File: src/sdc_pkg.sv
// Contract
// Same-bank activates spaced by row cycle.
// Activate to read/write waits RAS-CAS delay.
// Precharge to refresh/activate waits recovery.
// Activates to different banks spaced apart.
// Bank active between minimum and maximum time.
// Column commands may follow one cycle apart.
// Average auto-refresh interval at most 15.6us. Code serves a waiting request before a due refresh and holds only one pending.
// After self-refresh exit wait row cycle+setup.
// Mode register set then two clocks.
// Power-on: clock enable low, mask high, NOP.
// Stable clock 200us before clock enable.
// Precharge all banks after stabilisation.
// Program mode register before normal accesses.
// At least two initial auto-refreshes.
// Initial refreshes before or after mode set.
// Refresh only with all banks idle.
// Only NOP until self-refresh exit completes.
// Round minimums up, count per bank.
package sdc_pkg;

  localparam int CLK_PERIOD_PS = 40000;
  localparam int CLK_DIV       = 2;
  localparam bit FAST_GRADE    = 1'b0;

  function automatic int ceil_cyc(input int ps);
    int c;
    c = (ps + CLK_PERIOD_PS - 1) / CLK_PERIOD_PS;
    return (c < 1) ? 1 : c;
  endfunction

  function automatic int floor_cyc(input int ps);
    int c;
    c = ps / CLK_PERIOD_PS;
    return (c < 1) ? 1 : c;
  endfunction

  localparam int TRC_NS       = FAST_GRADE ? 55 : 60;
  localparam int TRCD_NS      = FAST_GRADE ? 15 : 18;
  localparam int TRP_NS       = FAST_GRADE ? 15 : 18;
  localparam int BANK_TO_BANK_ACTIVATE_GAP_NS      = FAST_GRADE ? 10 : 12;
  localparam int TRAS_MIN_NS  = FAST_GRADE ? 40 : 42;
  localparam int TRAS_MAX_NS  = 100000;
  localparam int TRFC_NS      = FAST_GRADE ? 55 : 60;
  localparam int TIS_PS       = 1500;
  localparam int TREFI_NS     = 15600;
  localparam int TPOWER_US    = 200;
  localparam int TWR_TCK      = 2;
  localparam int TMRD_TCK     = 2;
  localparam int INIT_REFS    = 2;
  localparam int CAS_LAT      = 2;

  localparam int TRC_CYC      = ceil_cyc(TRC_NS * 1000);
  localparam int TRCD_CYC     = ceil_cyc(TRCD_NS * 1000);
  localparam int TRP_CYC      = ceil_cyc(TRP_NS * 1000);
  localparam int BANK_TO_BANK_ACTIVATE_GAP_CYC     = ceil_cyc(BANK_TO_BANK_ACTIVATE_GAP_NS * 1000);
  localparam int TRAS_MIN_CYC = ceil_cyc(TRAS_MIN_NS * 1000);
  localparam int TRAS_MAX_CYC = floor_cyc(TRAS_MAX_NS * 1000);
  localparam int TRFC_CYC     = ceil_cyc(TRFC_NS * 1000);
  localparam int TXSR_CYC     = ceil_cyc(TRC_NS * 1000 + TIS_PS);
  localparam int TREFI_CYC    = floor_cyc(TREFI_NS * 1000);
  localparam int TPOWER_CYC   = ceil_cyc(TPOWER_US * 1000000);
  localparam int TWR_CYC      = TWR_TCK * CLK_DIV;
  localparam int TMRD_CYC     = TMRD_TCK * CLK_DIV;
  localparam int RD_CAPTURE_CYC = CLK_DIV * (CAS_LAT + 1) + 2;

  localparam int PREALL_BIT   = 10;
  localparam int MODE_CL_POS  = 4;
  localparam logic [10:0] MODE_WORD = 11'h020;

  typedef struct packed {
    logic cs_n;
    logic ras_n;
    logic cas_n;
    logic we_n;
  } sdc_cmd_t;

  localparam sdc_cmd_t CMD_NOP = 4'h7;
  localparam sdc_cmd_t CMD_ACT = 4'h3;
  localparam sdc_cmd_t CMD_RD  = 4'h5;
  localparam sdc_cmd_t CMD_WR  = 4'h4;
  localparam sdc_cmd_t CMD_PRE = 4'h2;
  localparam sdc_cmd_t CMD_REF = 4'h1;
  localparam sdc_cmd_t CMD_MRS = 4'h0;

  typedef struct packed {
    logic        write;
    logic [1:0]  bank;
    logic [10:0] row;
    logic [7:0]  col;
    logic [31:0] wdata;
  } sdc_req_t;

  typedef enum logic [3:0] {
    S_POWER, S_PREALL, S_INIT_REF, S_MRS, S_IDLE, S_ACT,
    S_RDWR, S_PRE, S_REF, S_SR_ENTER, S_SR_HOLD
  } sdc_state_t;

endpackage

File: src/sdc_ctrl.sv
`timescale 1ns/1ps
module sdc_ctrl #(
  parameter int POWER_WAIT_CYC = sdc_pkg::TPOWER_CYC
) (
  input  wire logic             ref_clk,
  input  wire logic             rst_n,
  input  wire logic             req_valid,
  input  wire sdc_pkg::sdc_req_t req,
  input  wire logic             sr_req,
  output logic                  req_ready,
  output logic                  rd_valid,
  output logic [31:0]           rd_data,
  output logic                  init_done,
  output logic                  sdram_clk,
  output logic                  sdram_cke,
  output sdc_pkg::sdc_cmd_t     sdram_cmd,
  output logic [1:0]            sdram_ba,
  output logic [10:0]           sdram_addr,
  output logic [3:0]            sdram_dqm,
  input  wire logic [31:0]      sdram_dq_in,
  output logic [31:0]           sdram_dq_out,
  output logic                  sdram_dq_oe
);

  sdc_pkg::sdc_state_t state;
  sdc_pkg::sdc_req_t   hold;
  logic [15:0]         wait_cnt;
  logic [15:0]         ref_cnt;
  logic                ref_pending;
  logic [1:0]          init_refs;
  logic [3:0]          rrd_cnt;
  logic [3:0]          bank_trc [4];
  logic [15:0]         since_act;
  logic [3:0]          rd_cnt;
  logic [31:0]         dq_s1;
  logic [31:0]         dq_s2;
  logic                go;
  logic                act_issue;
  logic                rdwr_issue;
  logic                pre_issue;
  logic                ref_issue;
  logic                mrs_issue;
  logic                sr_exit;

  // Command slots fall on the edge where the divided clock drops
  assign go         = sdram_clk && (wait_cnt == 16'h0000);
  assign act_issue  = go && (state == sdc_pkg::S_ACT) && (bank_trc[hold.bank] == 4'h0) && (rrd_cnt == 4'h0);
  assign rdwr_issue = go && (state == sdc_pkg::S_RDWR);
  assign pre_issue  = go && (state == sdc_pkg::S_PRE) && (since_act >= 16'(sdc_pkg::TRAS_MIN_CYC - 1));
  assign ref_issue  = go && (state == sdc_pkg::S_REF);
  assign mrs_issue  = go && (state == sdc_pkg::S_MRS);
  assign sr_exit    = go && (state == sdc_pkg::S_SR_HOLD) && !sr_req;

  function automatic logic [15:0] sat_inc(input logic [15:0] v);
    return (v == 16'hFFFF) ? v : v + 16'h0001;
  endfunction

  // The controller owns the memory clock; no second domain on this side
  always_ff @(posedge ref_clk or negedge rst_n)
  begin
    if (!rst_n)
      sdram_clk <= 1'b0;
    else
      sdram_clk <= ~sdram_clk;
  end

  always_ff @(posedge ref_clk or negedge rst_n)
  begin
    if (!rst_n)
    begin
      dq_s1 <= 32'h0000_0000;
      dq_s2 <= 32'h0000_0000;
    end
    else
    begin
      dq_s1 <= sdram_dq_in;
      dq_s2 <= dq_s1;
    end
  end

  // refresh timer; a new due event beats the clear
  always_ff @(posedge ref_clk or negedge rst_n)
  begin
    if (!rst_n)
    begin
      ref_cnt     <= 16'(sdc_pkg::TREFI_CYC - 1);
      ref_pending <= 1'b0;
    end
    else
    begin
      ref_cnt     <= (ref_cnt == 16'h0000) ? 16'(sdc_pkg::TREFI_CYC - 1) : ref_cnt - 16'h0001;
      ref_pending <= (ref_cnt == 16'h0000) || (ref_pending && !ref_issue);
    end
  end

  // per-bank row-cycle counters and bank-to-bank gap, in whole cycles
  always_ff @(posedge ref_clk or negedge rst_n)
  begin
    if (!rst_n)
    begin
      rrd_cnt   <= 4'h0;
      since_act <= 16'hFFFF;
      for (int i = 0; i < 4; i++)
        bank_trc[i] <= 4'h0;
    end
    else
    begin
      // any-bank activate spacing
      rrd_cnt   <= act_issue ? 4'(sdc_pkg::BANK_TO_BANK_ACTIVATE_GAP_CYC - 1) : (rrd_cnt != 4'h0) ? rrd_cnt - 4'h1 : rrd_cnt;
      since_act <= act_issue ? 16'h0000 : sat_inc(since_act);
      for (int i = 0; i < 4; i++)
      begin
        // same-bank activate spacing
        if (act_issue && (hold.bank == 2'(i)))
          bank_trc[i] <= 4'(sdc_pkg::TRC_CYC - 1);
        else if (bank_trc[i] != 4'h0)
          bank_trc[i] <= bank_trc[i] - 4'h1;
      end
    end
  end

  // Read capture after CAS latency plus the two synchroniser stages
  always_ff @(posedge ref_clk or negedge rst_n)
  begin
    if (!rst_n)
    begin
      rd_cnt   <= 4'h0;
      rd_valid <= 1'b0;
      rd_data  <= 32'h0000_0000;
    end
    else
    begin
      rd_valid <= (rd_cnt == 4'h1);
      if (rd_cnt == 4'h1)
        rd_data <= dq_s2;
      if (rdwr_issue && !hold.write)
        rd_cnt <= 4'(sdc_pkg::RD_CAPTURE_CYC);
      else if (rd_cnt != 4'h0)
        rd_cnt <= rd_cnt - 4'h1;
    end
  end

  always_ff @(posedge ref_clk or negedge rst_n)
  begin
    if (!rst_n)
    begin
      state        <= sdc_pkg::S_POWER;
      hold         <= '0;
      wait_cnt     <= 16'(POWER_WAIT_CYC - 1);
      init_refs    <= 2'h0;
      init_done    <= 1'b0;
      req_ready    <= 1'b0;
      sdram_cke    <= 1'b0;
      sdram_cmd    <= sdc_pkg::CMD_NOP;
      sdram_ba     <= 2'h0;
      sdram_addr   <= 11'h000;
      sdram_dqm    <= 4'hF;
      sdram_dq_out <= 32'h0000_0000;
      sdram_dq_oe  <= 1'b0;
    end
    else
    begin
      if (wait_cnt != 16'h0000)
        wait_cnt <= wait_cnt - 16'h0001;
      if (sdram_clk)
      begin
        sdram_cmd   <= sdc_pkg::CMD_NOP;
        sdram_dq_oe <= 1'b0;
      end
      case (state)
        // clock enable low, mask high, NOP until the wait ends
        sdc_pkg::S_POWER:
          if (go)
          begin
            sdram_cke <= 1'b1;
            state     <= sdc_pkg::S_PREALL;
          end
        // precharge all banks first
        sdc_pkg::S_PREALL:
          if (go)
          begin
            sdram_cmd  <= sdc_pkg::CMD_PRE;
            sdram_addr <= 11'(1 << sdc_pkg::PREALL_BIT);
            wait_cnt   <= 16'(sdc_pkg::TRP_CYC - 1);
            state      <= sdc_pkg::S_INIT_REF;
          end
        // dummy refreshes placed before the mode set
        sdc_pkg::S_INIT_REF:
          if (go)
          begin
            sdram_cmd <= sdc_pkg::CMD_REF;
            wait_cnt  <= 16'(sdc_pkg::TRFC_CYC - 1);
            init_refs <= init_refs + 2'h1;
            if (init_refs == 2'(sdc_pkg::INIT_REFS - 1))
              state <= sdc_pkg::S_MRS;
          end
        // program mode, then hold off for the set cycle time
        sdc_pkg::S_MRS:
          if (go)
          begin
            sdram_cmd  <= sdc_pkg::CMD_MRS;
            sdram_ba   <= 2'h0;
            sdram_addr <= sdc_pkg::MODE_WORD;
            sdram_dqm  <= 4'h0;
            wait_cnt   <= 16'(sdc_pkg::TMRD_CYC - 1);
            init_done  <= 1'b1;
            req_ready  <= 1'b1;
            state      <= sdc_pkg::S_IDLE;
          end
        sdc_pkg::S_IDLE:
          if (req_valid && req_ready)
          begin
            hold      <= req;
            req_ready <= 1'b0;
            state     <= sdc_pkg::S_ACT;
          end
          else if (ref_pending)
          begin
            req_ready <= 1'b0;
            state     <= sdc_pkg::S_REF;
          end
          else if (sr_req)
          begin
            req_ready <= 1'b0;
            state     <= sdc_pkg::S_SR_ENTER;
          end
        // wait_cnt still holds the precharge recovery here
        sdc_pkg::S_ACT:
          if (act_issue)
          begin
            sdram_cmd  <= sdc_pkg::CMD_ACT;
            sdram_ba   <= hold.bank;
            sdram_addr <= hold.row;
            wait_cnt   <= 16'(sdc_pkg::TRCD_CYC - 1);
            state      <= sdc_pkg::S_RDWR;
          end
        // column command once the RAS-CAS delay has run
        sdc_pkg::S_RDWR:
          if (go)
          begin
            sdram_cmd  <= hold.write ? sdc_pkg::CMD_WR : sdc_pkg::CMD_RD;
            sdram_addr <= {3'h0, hold.col};
            if (hold.write)
            begin
              sdram_dq_out <= hold.wdata;
              sdram_dq_oe  <= 1'b1;
            end
            // Reads wait for capture so a later read cannot reload the pipe
            wait_cnt <= hold.write ? 16'(sdc_pkg::TWR_CYC - 1) : 16'(sdc_pkg::RD_CAPTURE_CYC);
            state    <= sdc_pkg::S_PRE;
          end
        // close the row only after the minimum active time
        sdc_pkg::S_PRE:
          if (pre_issue)
          begin
            sdram_cmd  <= sdc_pkg::CMD_PRE;
            sdram_addr <= 11'h000;
            wait_cnt   <= 16'(sdc_pkg::TRP_CYC - 1);
            req_ready  <= 1'b1;
            state      <= sdc_pkg::S_IDLE;
          end
        // closed-page policy keeps every bank idle here
        sdc_pkg::S_REF:
          if (go)
          begin
            sdram_cmd <= sdc_pkg::CMD_REF;
            wait_cnt  <= 16'(sdc_pkg::TRFC_CYC - 1);
            req_ready <= 1'b1;
            state     <= sdc_pkg::S_IDLE;
          end
        sdc_pkg::S_SR_ENTER:
          if (go)
          begin
            sdram_cmd <= sdc_pkg::CMD_REF;
            sdram_cke <= 1'b0;
            wait_cnt  <= 16'(sdc_pkg::TRAS_MIN_CYC - 1);
            state     <= sdc_pkg::S_SR_HOLD;
          end
        // after exit only NOPs until the exit time has passed
        sdc_pkg::S_SR_HOLD:
          if (sr_exit)
          begin
            sdram_cke <= 1'b1;
            wait_cnt  <= 16'(sdc_pkg::TXSR_CYC - 1);
            req_ready <= 1'b1;
            state     <= sdc_pkg::S_IDLE;
          end
        default:
          state <= sdc_pkg::S_POWER;
      endcase
    end
  end

  // Helper ages, counted from each command's issue edge (age_rst and age_ref from reset, age_ref held at zero in self-refresh), for checking only
  logic [15:0] age_pre;
  logic [15:0] age_ref;
  logic [15:0] age_mrs;
  logic [15:0] age_xsr;
  logic [15:0] age_rst;
  logic [15:0] bank_age [4];
  logic        prea_seen;
  logic        any_issue;

  assign any_issue = act_issue || rdwr_issue || pre_issue || ref_issue || mrs_issue;

  always_ff @(posedge ref_clk or negedge rst_n)
  begin
    if (!rst_n)
    begin
      age_pre   <= 16'hFFFF;
      age_ref   <= 16'h0000;
      age_mrs   <= 16'hFFFF;
      age_xsr   <= 16'hFFFF;
      age_rst   <= 16'h0000;
      prea_seen <= 1'b0;
      for (int i = 0; i < 4; i++)
        bank_age[i] <= 16'hFFFF;
    end
    else
    begin
      age_pre   <= (pre_issue || (go && state == sdc_pkg::S_PREALL)) ? 16'h0000 : sat_inc(age_pre);
      age_ref   <= (ref_issue || state == sdc_pkg::S_SR_HOLD) ? 16'h0000 : sat_inc(age_ref);
      age_mrs   <= mrs_issue ? 16'h0000 : sat_inc(age_mrs);
      age_xsr   <= sr_exit ? 16'h0000 : sat_inc(age_xsr);
      age_rst   <= sat_inc(age_rst);
      prea_seen <= prea_seen || (go && state == sdc_pkg::S_PREALL);
      for (int i = 0; i < 4; i++)
        bank_age[i] <= (act_issue && hold.bank == 2'(i)) ? 16'h0000 : sat_inc(bank_age[i]);
    end
  end

  chk_act_same_bank: assert property (@(posedge ref_clk) disable iff (!rst_n)
    act_issue |-> bank_age[hold.bank] >= 16'(sdc_pkg::TRC_CYC - 1))
    else $error("same-bank activate too soon");

  chk_act_to_col: assert property (@(posedge ref_clk) disable iff (!rst_n)
    rdwr_issue |-> since_act >= 16'(sdc_pkg::TRCD_CYC - 1) && $past(since_act) != 16'hFFFF)
    else $error("column command too soon after activate");

  chk_pre_recovery: assert property (@(posedge ref_clk) disable iff (!rst_n)
    (act_issue || ref_issue) |-> age_pre >= 16'(sdc_pkg::TRP_CYC - 1))
    else $error("activate or refresh too soon after precharge");

  chk_act_any_bank: assert property (@(posedge ref_clk) disable iff (!rst_n)
    act_issue |-> since_act >= 16'(sdc_pkg::BANK_TO_BANK_ACTIVATE_GAP_CYC - 1))
    else $error("activates to different banks too close");

  chk_active_window: assert property (@(posedge ref_clk) disable iff (!rst_n)
    pre_issue |-> since_act >= 16'(sdc_pkg::TRAS_MIN_CYC - 1) && since_act <= 16'(sdc_pkg::TRAS_MAX_CYC))
    else $error("row active time out of range");

  chk_col_slot: assert property (@(posedge ref_clk) disable iff (!rst_n)
    rdwr_issue |=> !sdram_clk && sdram_cmd == (hold.write ? sdc_pkg::CMD_WR : sdc_pkg::CMD_RD)
    ##1 sdram_cmd == (hold.write ? sdc_pkg::CMD_WR : sdc_pkg::CMD_RD))
    else $error("column command not driven for its slot");

  chk_refresh_interval: assert property (@(posedge ref_clk) disable iff (!rst_n)
    init_done |-> age_ref < 16'(2 * sdc_pkg::TREFI_CYC))
    else $error("refresh interval exceeded");

  chk_sr_exit_quiet: assert property (@(posedge ref_clk) disable iff (!rst_n)
    age_xsr < 16'(sdc_pkg::TXSR_CYC - 1) |-> !any_issue)
    else $error("command issued during self-refresh exit");

  chk_mrs_gap: assert property (@(posedge ref_clk) disable iff (!rst_n)
    any_issue |-> age_mrs >= 16'(sdc_pkg::TMRD_CYC - 1))
    else $error("command too soon after mode set");

  chk_power_quiet: assert property (@(posedge ref_clk) disable iff (!rst_n)
    !prea_seen && !sdram_cke |-> sdram_dqm == 4'hF && sdram_cmd == sdc_pkg::CMD_NOP)
    else $error("pins not quiet during power-up");

  chk_power_wait: assert property (@(posedge ref_clk) disable iff (!rst_n)
    $rose(sdram_cke) && !init_done && !prea_seen |-> age_rst >= 16'(POWER_WAIT_CYC))
    else $error("clock enable raised before stabilisation time");

  chk_init_order: assert property (@(posedge ref_clk) disable iff (!rst_n)
    (ref_issue || mrs_issue) |-> prea_seen)
    else $error("init command before precharge all");

  chk_init_done: assert property (@(posedge ref_clk) disable iff (!rst_n)
    $rose(init_done) |-> init_refs == 2'(sdc_pkg::INIT_REFS) && age_mrs == 16'h0000)
    else $error("init finished without refreshes and mode set");

  chk_access_after_init: assert property (@(posedge ref_clk) disable iff (!rst_n)
    act_issue |-> init_done)
    else $error("access before mode register set");

  chk_refresh_idle: assert property (@(posedge ref_clk) disable iff (!rst_n)
    ref_issue |-> sdram_cke && since_act > 16'(sdc_pkg::TRAS_MIN_CYC) && age_pre >= 16'(sdc_pkg::TRP_CYC - 1))
    else $error("refresh with a bank possibly open");

  chk_nop_after_ref: assert property (@(posedge ref_clk) disable iff (!rst_n)
    any_issue && init_done |-> age_ref >= 16'(sdc_pkg::TRFC_CYC - 1))
    else $error("command during refresh cycle");

endmodule

File: config.mk
export PLATFORM = sky130hd
export DESIGN_NAME = sdc_ctrl
export DESIGN_NICKNAME = d
export VERILOG_FILES = /design/src/sdc_pkg.sv /design/src/sdc_ctrl.sv
export SDC_FILE = /design/constraint.sdc
export NUM_CORES = 1
export LEC_CHECK = 0
export BUFFER_PORTS_ARGS = -buffer_cell sky130_fd_sc_hd__buf_2
export CAP_MARGIN = 10
export CORE_MARGIN = 1
export CORE_UTILIZATION = 50
export DETAILED_ROUTE_END_ITERATION = 10
export PLACE_DENSITY = 0.72
export SKIP_LAST_GASP = 1
export SLEW_MARGIN = 5
export SYNTH_ARGS = -nofsm -noshare
export SYNTH_HDL_FRONTEND = slang
export SYNTH_SLANG_ARGS = --single-unit
File: constraint.sdc
create_clock -name ref_clk -period 3.3 [get_ports ref_clk]
set_clock_uncertainty 0.1 [all_clocks]
set_input_delay 0.165 -clock ref_clk [delete_from_list [all_inputs] [get_ports ref_clk]]
set_output_delay 0.165 -clock ref_clk [all_outputs]
set_load 0.02 [all_outputs]
==> flow_summary.yaml <==
outcome:
  status: "finished clean"
pwr:
  seq_power_share_pct: 43.3
  power.switching_mw: 3.788
  p_leak_nw: 6.786
  ir_worst_vdd_mv: 0.4883
  p_int_mw: 8.107
  p_per_area_nw_per_um2: 806.4
  p_comb_share_pct: 28.3
  p_clk_share_pct: 28.5
  p_sw_share_pct: 31.84
  power_mw: 11.89
yosys:
  synth-xor-area-share_pct: 3.643
  syn_area_um2: 11540
  syn_area_per_cell_um2: 12.75
  ys.flop_type: "dfrtp_1"
  synthesis.nets: 1014
  yosysWarnings: 0
  async_flop_share_pct: 100.0
  synth-compound-area-share_pct: 6.884
  synth_top_family_by_area: "multiplexers"
  synthAdderAreaFrac_pct: 2.060
  ys_seq_area_share_pct: 62.13
  synth_edf_count: 0
  synth-simple-area-share_pct: 10.60
  synth_cell_types: 69
  synthCells: 905
  yosys-mux-area-fraction_pct: 12.14
  ys_ff_latch: 285
cells_and_area:
  nets: 1294
  syn_to_final_growth_pct: 27.80
  n_antenna_cell: 0
  post-route-util_pct: 65.15
  final.fill_count: 1621
  drive_above_1_share_pct: 33.86
setup_path:
  cpPeakStageDelay_ps: 470
  critPathSlowestCell: "a221o_1"
  r2r_setup_slack_ps: 570
  r2r-end: "state[3]$_DFFE_PN0P_"
  worstPathRequired_ps: 3640
  cp-start-kind: "flip-flop"
  critPathKind: "flip-flop to flip-flop"
  reg2reg_depth: 6
  worstPathArrival_ps: 3080
  critPathTopFamily: "simple AND/OR/NAND/NOR gates"
  cp_cell_sequence: "nor4_4, and3_1, nand3_2, a221o_1, nor3_4, mux2_4"
  worst-path-buf-inv: 0
  reg2reg_from: "wait_cnt[6]$_DFF_PN0_"
  cp-end-kind: "flip-flop"
  path_max_fanout: 8
drt:
  wl_per_cell_um: 16.71
  first_pass_iters: 4
  via_per_inst: 5.301
  drcViolationCount: 0
  drt_iter0_markers: 457
  wl_um: 24940
  drt.antenna.violating_nets: 0
  vias: 7915
grt:
  grt.total_usage_pct: 21.67
  grt-ovfl-total: 0
  grt_pass1_wl_um: 41430
  grt_start_max_net_pins: 119
  antenna_found_initial: 1
  grt_pass1_vias: 8129
placed_design:
  portBuffers: 180
  dpl.hpwl_um: 15770
  globalplace.congestion: 0.9114
worst_hold_path:
  min_from: "req_valid"
  worstHoldEndpoint: "state[0]$_DFFE_PN0P_"
  min_path_cells: 5
  hold_path_class: "input port to flip-flop"
floorplan:
  dieHeight_um: 153.9
  rows: 55
  ios: 181
  start_util_pct: 50.98
  die-area_um2: 23690
  fp.coreArea_um2: 22640
  fp.dieW_um: 153.9
clock_network:
  ctsResizeCount: 0
  htree_levels: 1
  clkSlewWorstSetupHoldPaths_ps: 60
  postCtsSetupRepairBufs: 0
  cts_root_buf: "clkbuf_16"
  clockBufferDepth: 3
  clock_latency_ps: 560
  cts_tree: "built"
  cts_sinks: 285
  cts-hold-fix-buffers: 88
  cts_buffers: 29
sta:
  fin_crit_ps: 2733
  worst_slew_pin_slew_ps: 886.7
  rsz0062_at_grt: "no"
  finalHoldViolCount: 0
  min_period_over_period_pct: 82.81
  hold_slack_ps: 35.32
  tns_ps: 0
  setup_viol: 0
  timing.slew.headroom_pct: 40.89
  max_freq_mhz: 366.0
  slew_violations: 0
job:
  drv_cap: 0
==> flip-flops by register name (all words and copies together), names as in the netlist, 2 cells and up <==
register	cells
dq_s1	32
ref_cnt	16
wait_cnt	16
init_refs	2
state	4
sdram_addr	11
rd_data	32
dq_s2	32
sdram_ba	2
since_act	16
rrd_cnt	4
bank_trc	16
hold	54
rd_cnt	4
sdram_cmd	4
sdram_dq_out	32
==> metal layers <==
| layer | global-route usage (%) | share of wire, % | vias up |
|---|---|---|---|
| met1 | 27.52 | 42 | 3919 |
| met3 | 5.299 | 6.2 | 39 |
| li1 | - | - | 3727 |
| met4 | 5.476 | 1.7 | 0 |
| met5 | 0 | 0 | - |
| met2 | 37.23 | 50 | 230 |
==> synth_stat cells, types with 12 or more instances <==
master | n | area, um2
o21ai_0 | 30 | 150.1
clkbuf_1 | 19 | 71.32
inv_1 | 30 | 112.6
a21oi_1 | 38 | 190.2
buf_2 | 12 | 60.06
xor2_1 | 18 | 157.7
nor3_1 | 18 | 90.09
ha_1 | 19 | 237.7
nand3_1 | 25 | 125.1
xnor2_1 | 30 | 262.8
dfstp_2 | 31 | 814.5
nor2_1 | 74 | 277.8
nand2_1 | 51 | 191.4
dfrtp_1 | 254 | 6356
mux2_2 | 117 | 1318
==> worst max-delay path by stage <==
stage	endpoint	cells after the start	slack [ps]	from
after floorplan	state[3]$_DFFE_PN0P_	8	780	rrd_cnt[0]$_DFFE_PN0P_
after global placement	state[3]$_DFFE_PN0P_	6	630	wait_cnt[6]$_DFF_PN0_
after detailed placement	state[3]$_DFFE_PN0P_	6	580	wait_cnt[6]$_DFF_PN0_
after CTS	state[3]$_DFFE_PN0P_	6	560	wait_cnt[6]$_DFF_PN0_
after global routing	state[3]$_DFFE_PN0P_	6	370	wait_cnt[6]$_DFF_PN0_
final	state[3]$_DFFE_PN0P_	6	570	wait_cnt[6]$_DFF_PN0_
==> through the flow <==
step	worst slack (ps)	instance area (um2)	instances
floorplan	778.2	11540	905
global placement	634.6	12880	1351
detailed placement	575.3	12880	1351
CTS	559.5	14750	1493
global route	373.4	14750	1493
finish	567.4	14750	1493
==> cell usage in the layout, fill, tap and decap left out, types with 25 or more instances in the layout <==
cell and count:
xnor2_1 30, a21oi_1 38, dfrtp_1 254, nand2_1 51, buf_2 179, dlygate4sd3_1 88, nor2_1 74, mux2_2 117
dfstp_2 31, o21ai_0 30, nand3_1 25, clkbuf_16 29, inv_1 30
==> worst register-to-register path, delay by kind of cell (launching register included) <==
kind	cells	cell delay, ps
flip-flops	1	450
multiplexers	1	320
AO/OA/AOI/OAI	1	470
AND/OR/NAND/NOR	4	1290
==> kinds of logic (layout without fill, tap and decap cells) <==
family | count (synthesis) | count (layout)
DFF | 285 | 285
and+or+nand+nor | 241 | 241
muxes | 122 | 122
AOI/OAI and AO/OA | 121 | 121
buffers and inverters | 69 | 372
xor gates and xnor gates | 48 | 48
adders and majority gates | 19 | 19
==> final cells by class <==
type                       instances  area [um2]  share of cell area [%]
inverter                          31       116.4                  0.7889
clock inverter                    11       173.9                   1.179
multi-input combinational        551        4116                   27.91
timing repair buffer             287        1997                   13.54
sequential                       285        7171                   48.62
tap                              285       356.6                   2.418
clock buffer                      43       818.3                   5.548
==> power groups by stage <==
stage	clock network [mW]	registers (mW)	logic, mW
after global placement	0	5.13	3.20
after floorplan	0	5.28	2.15
final	3.39	5.14	3.36
after global routing	3.60	5.28	3.71
after detailed placement	0	5.18	3.28
after CTS	3.46	5.13	3.37
No activity file was read; power rests on OpenSTA's default activity.
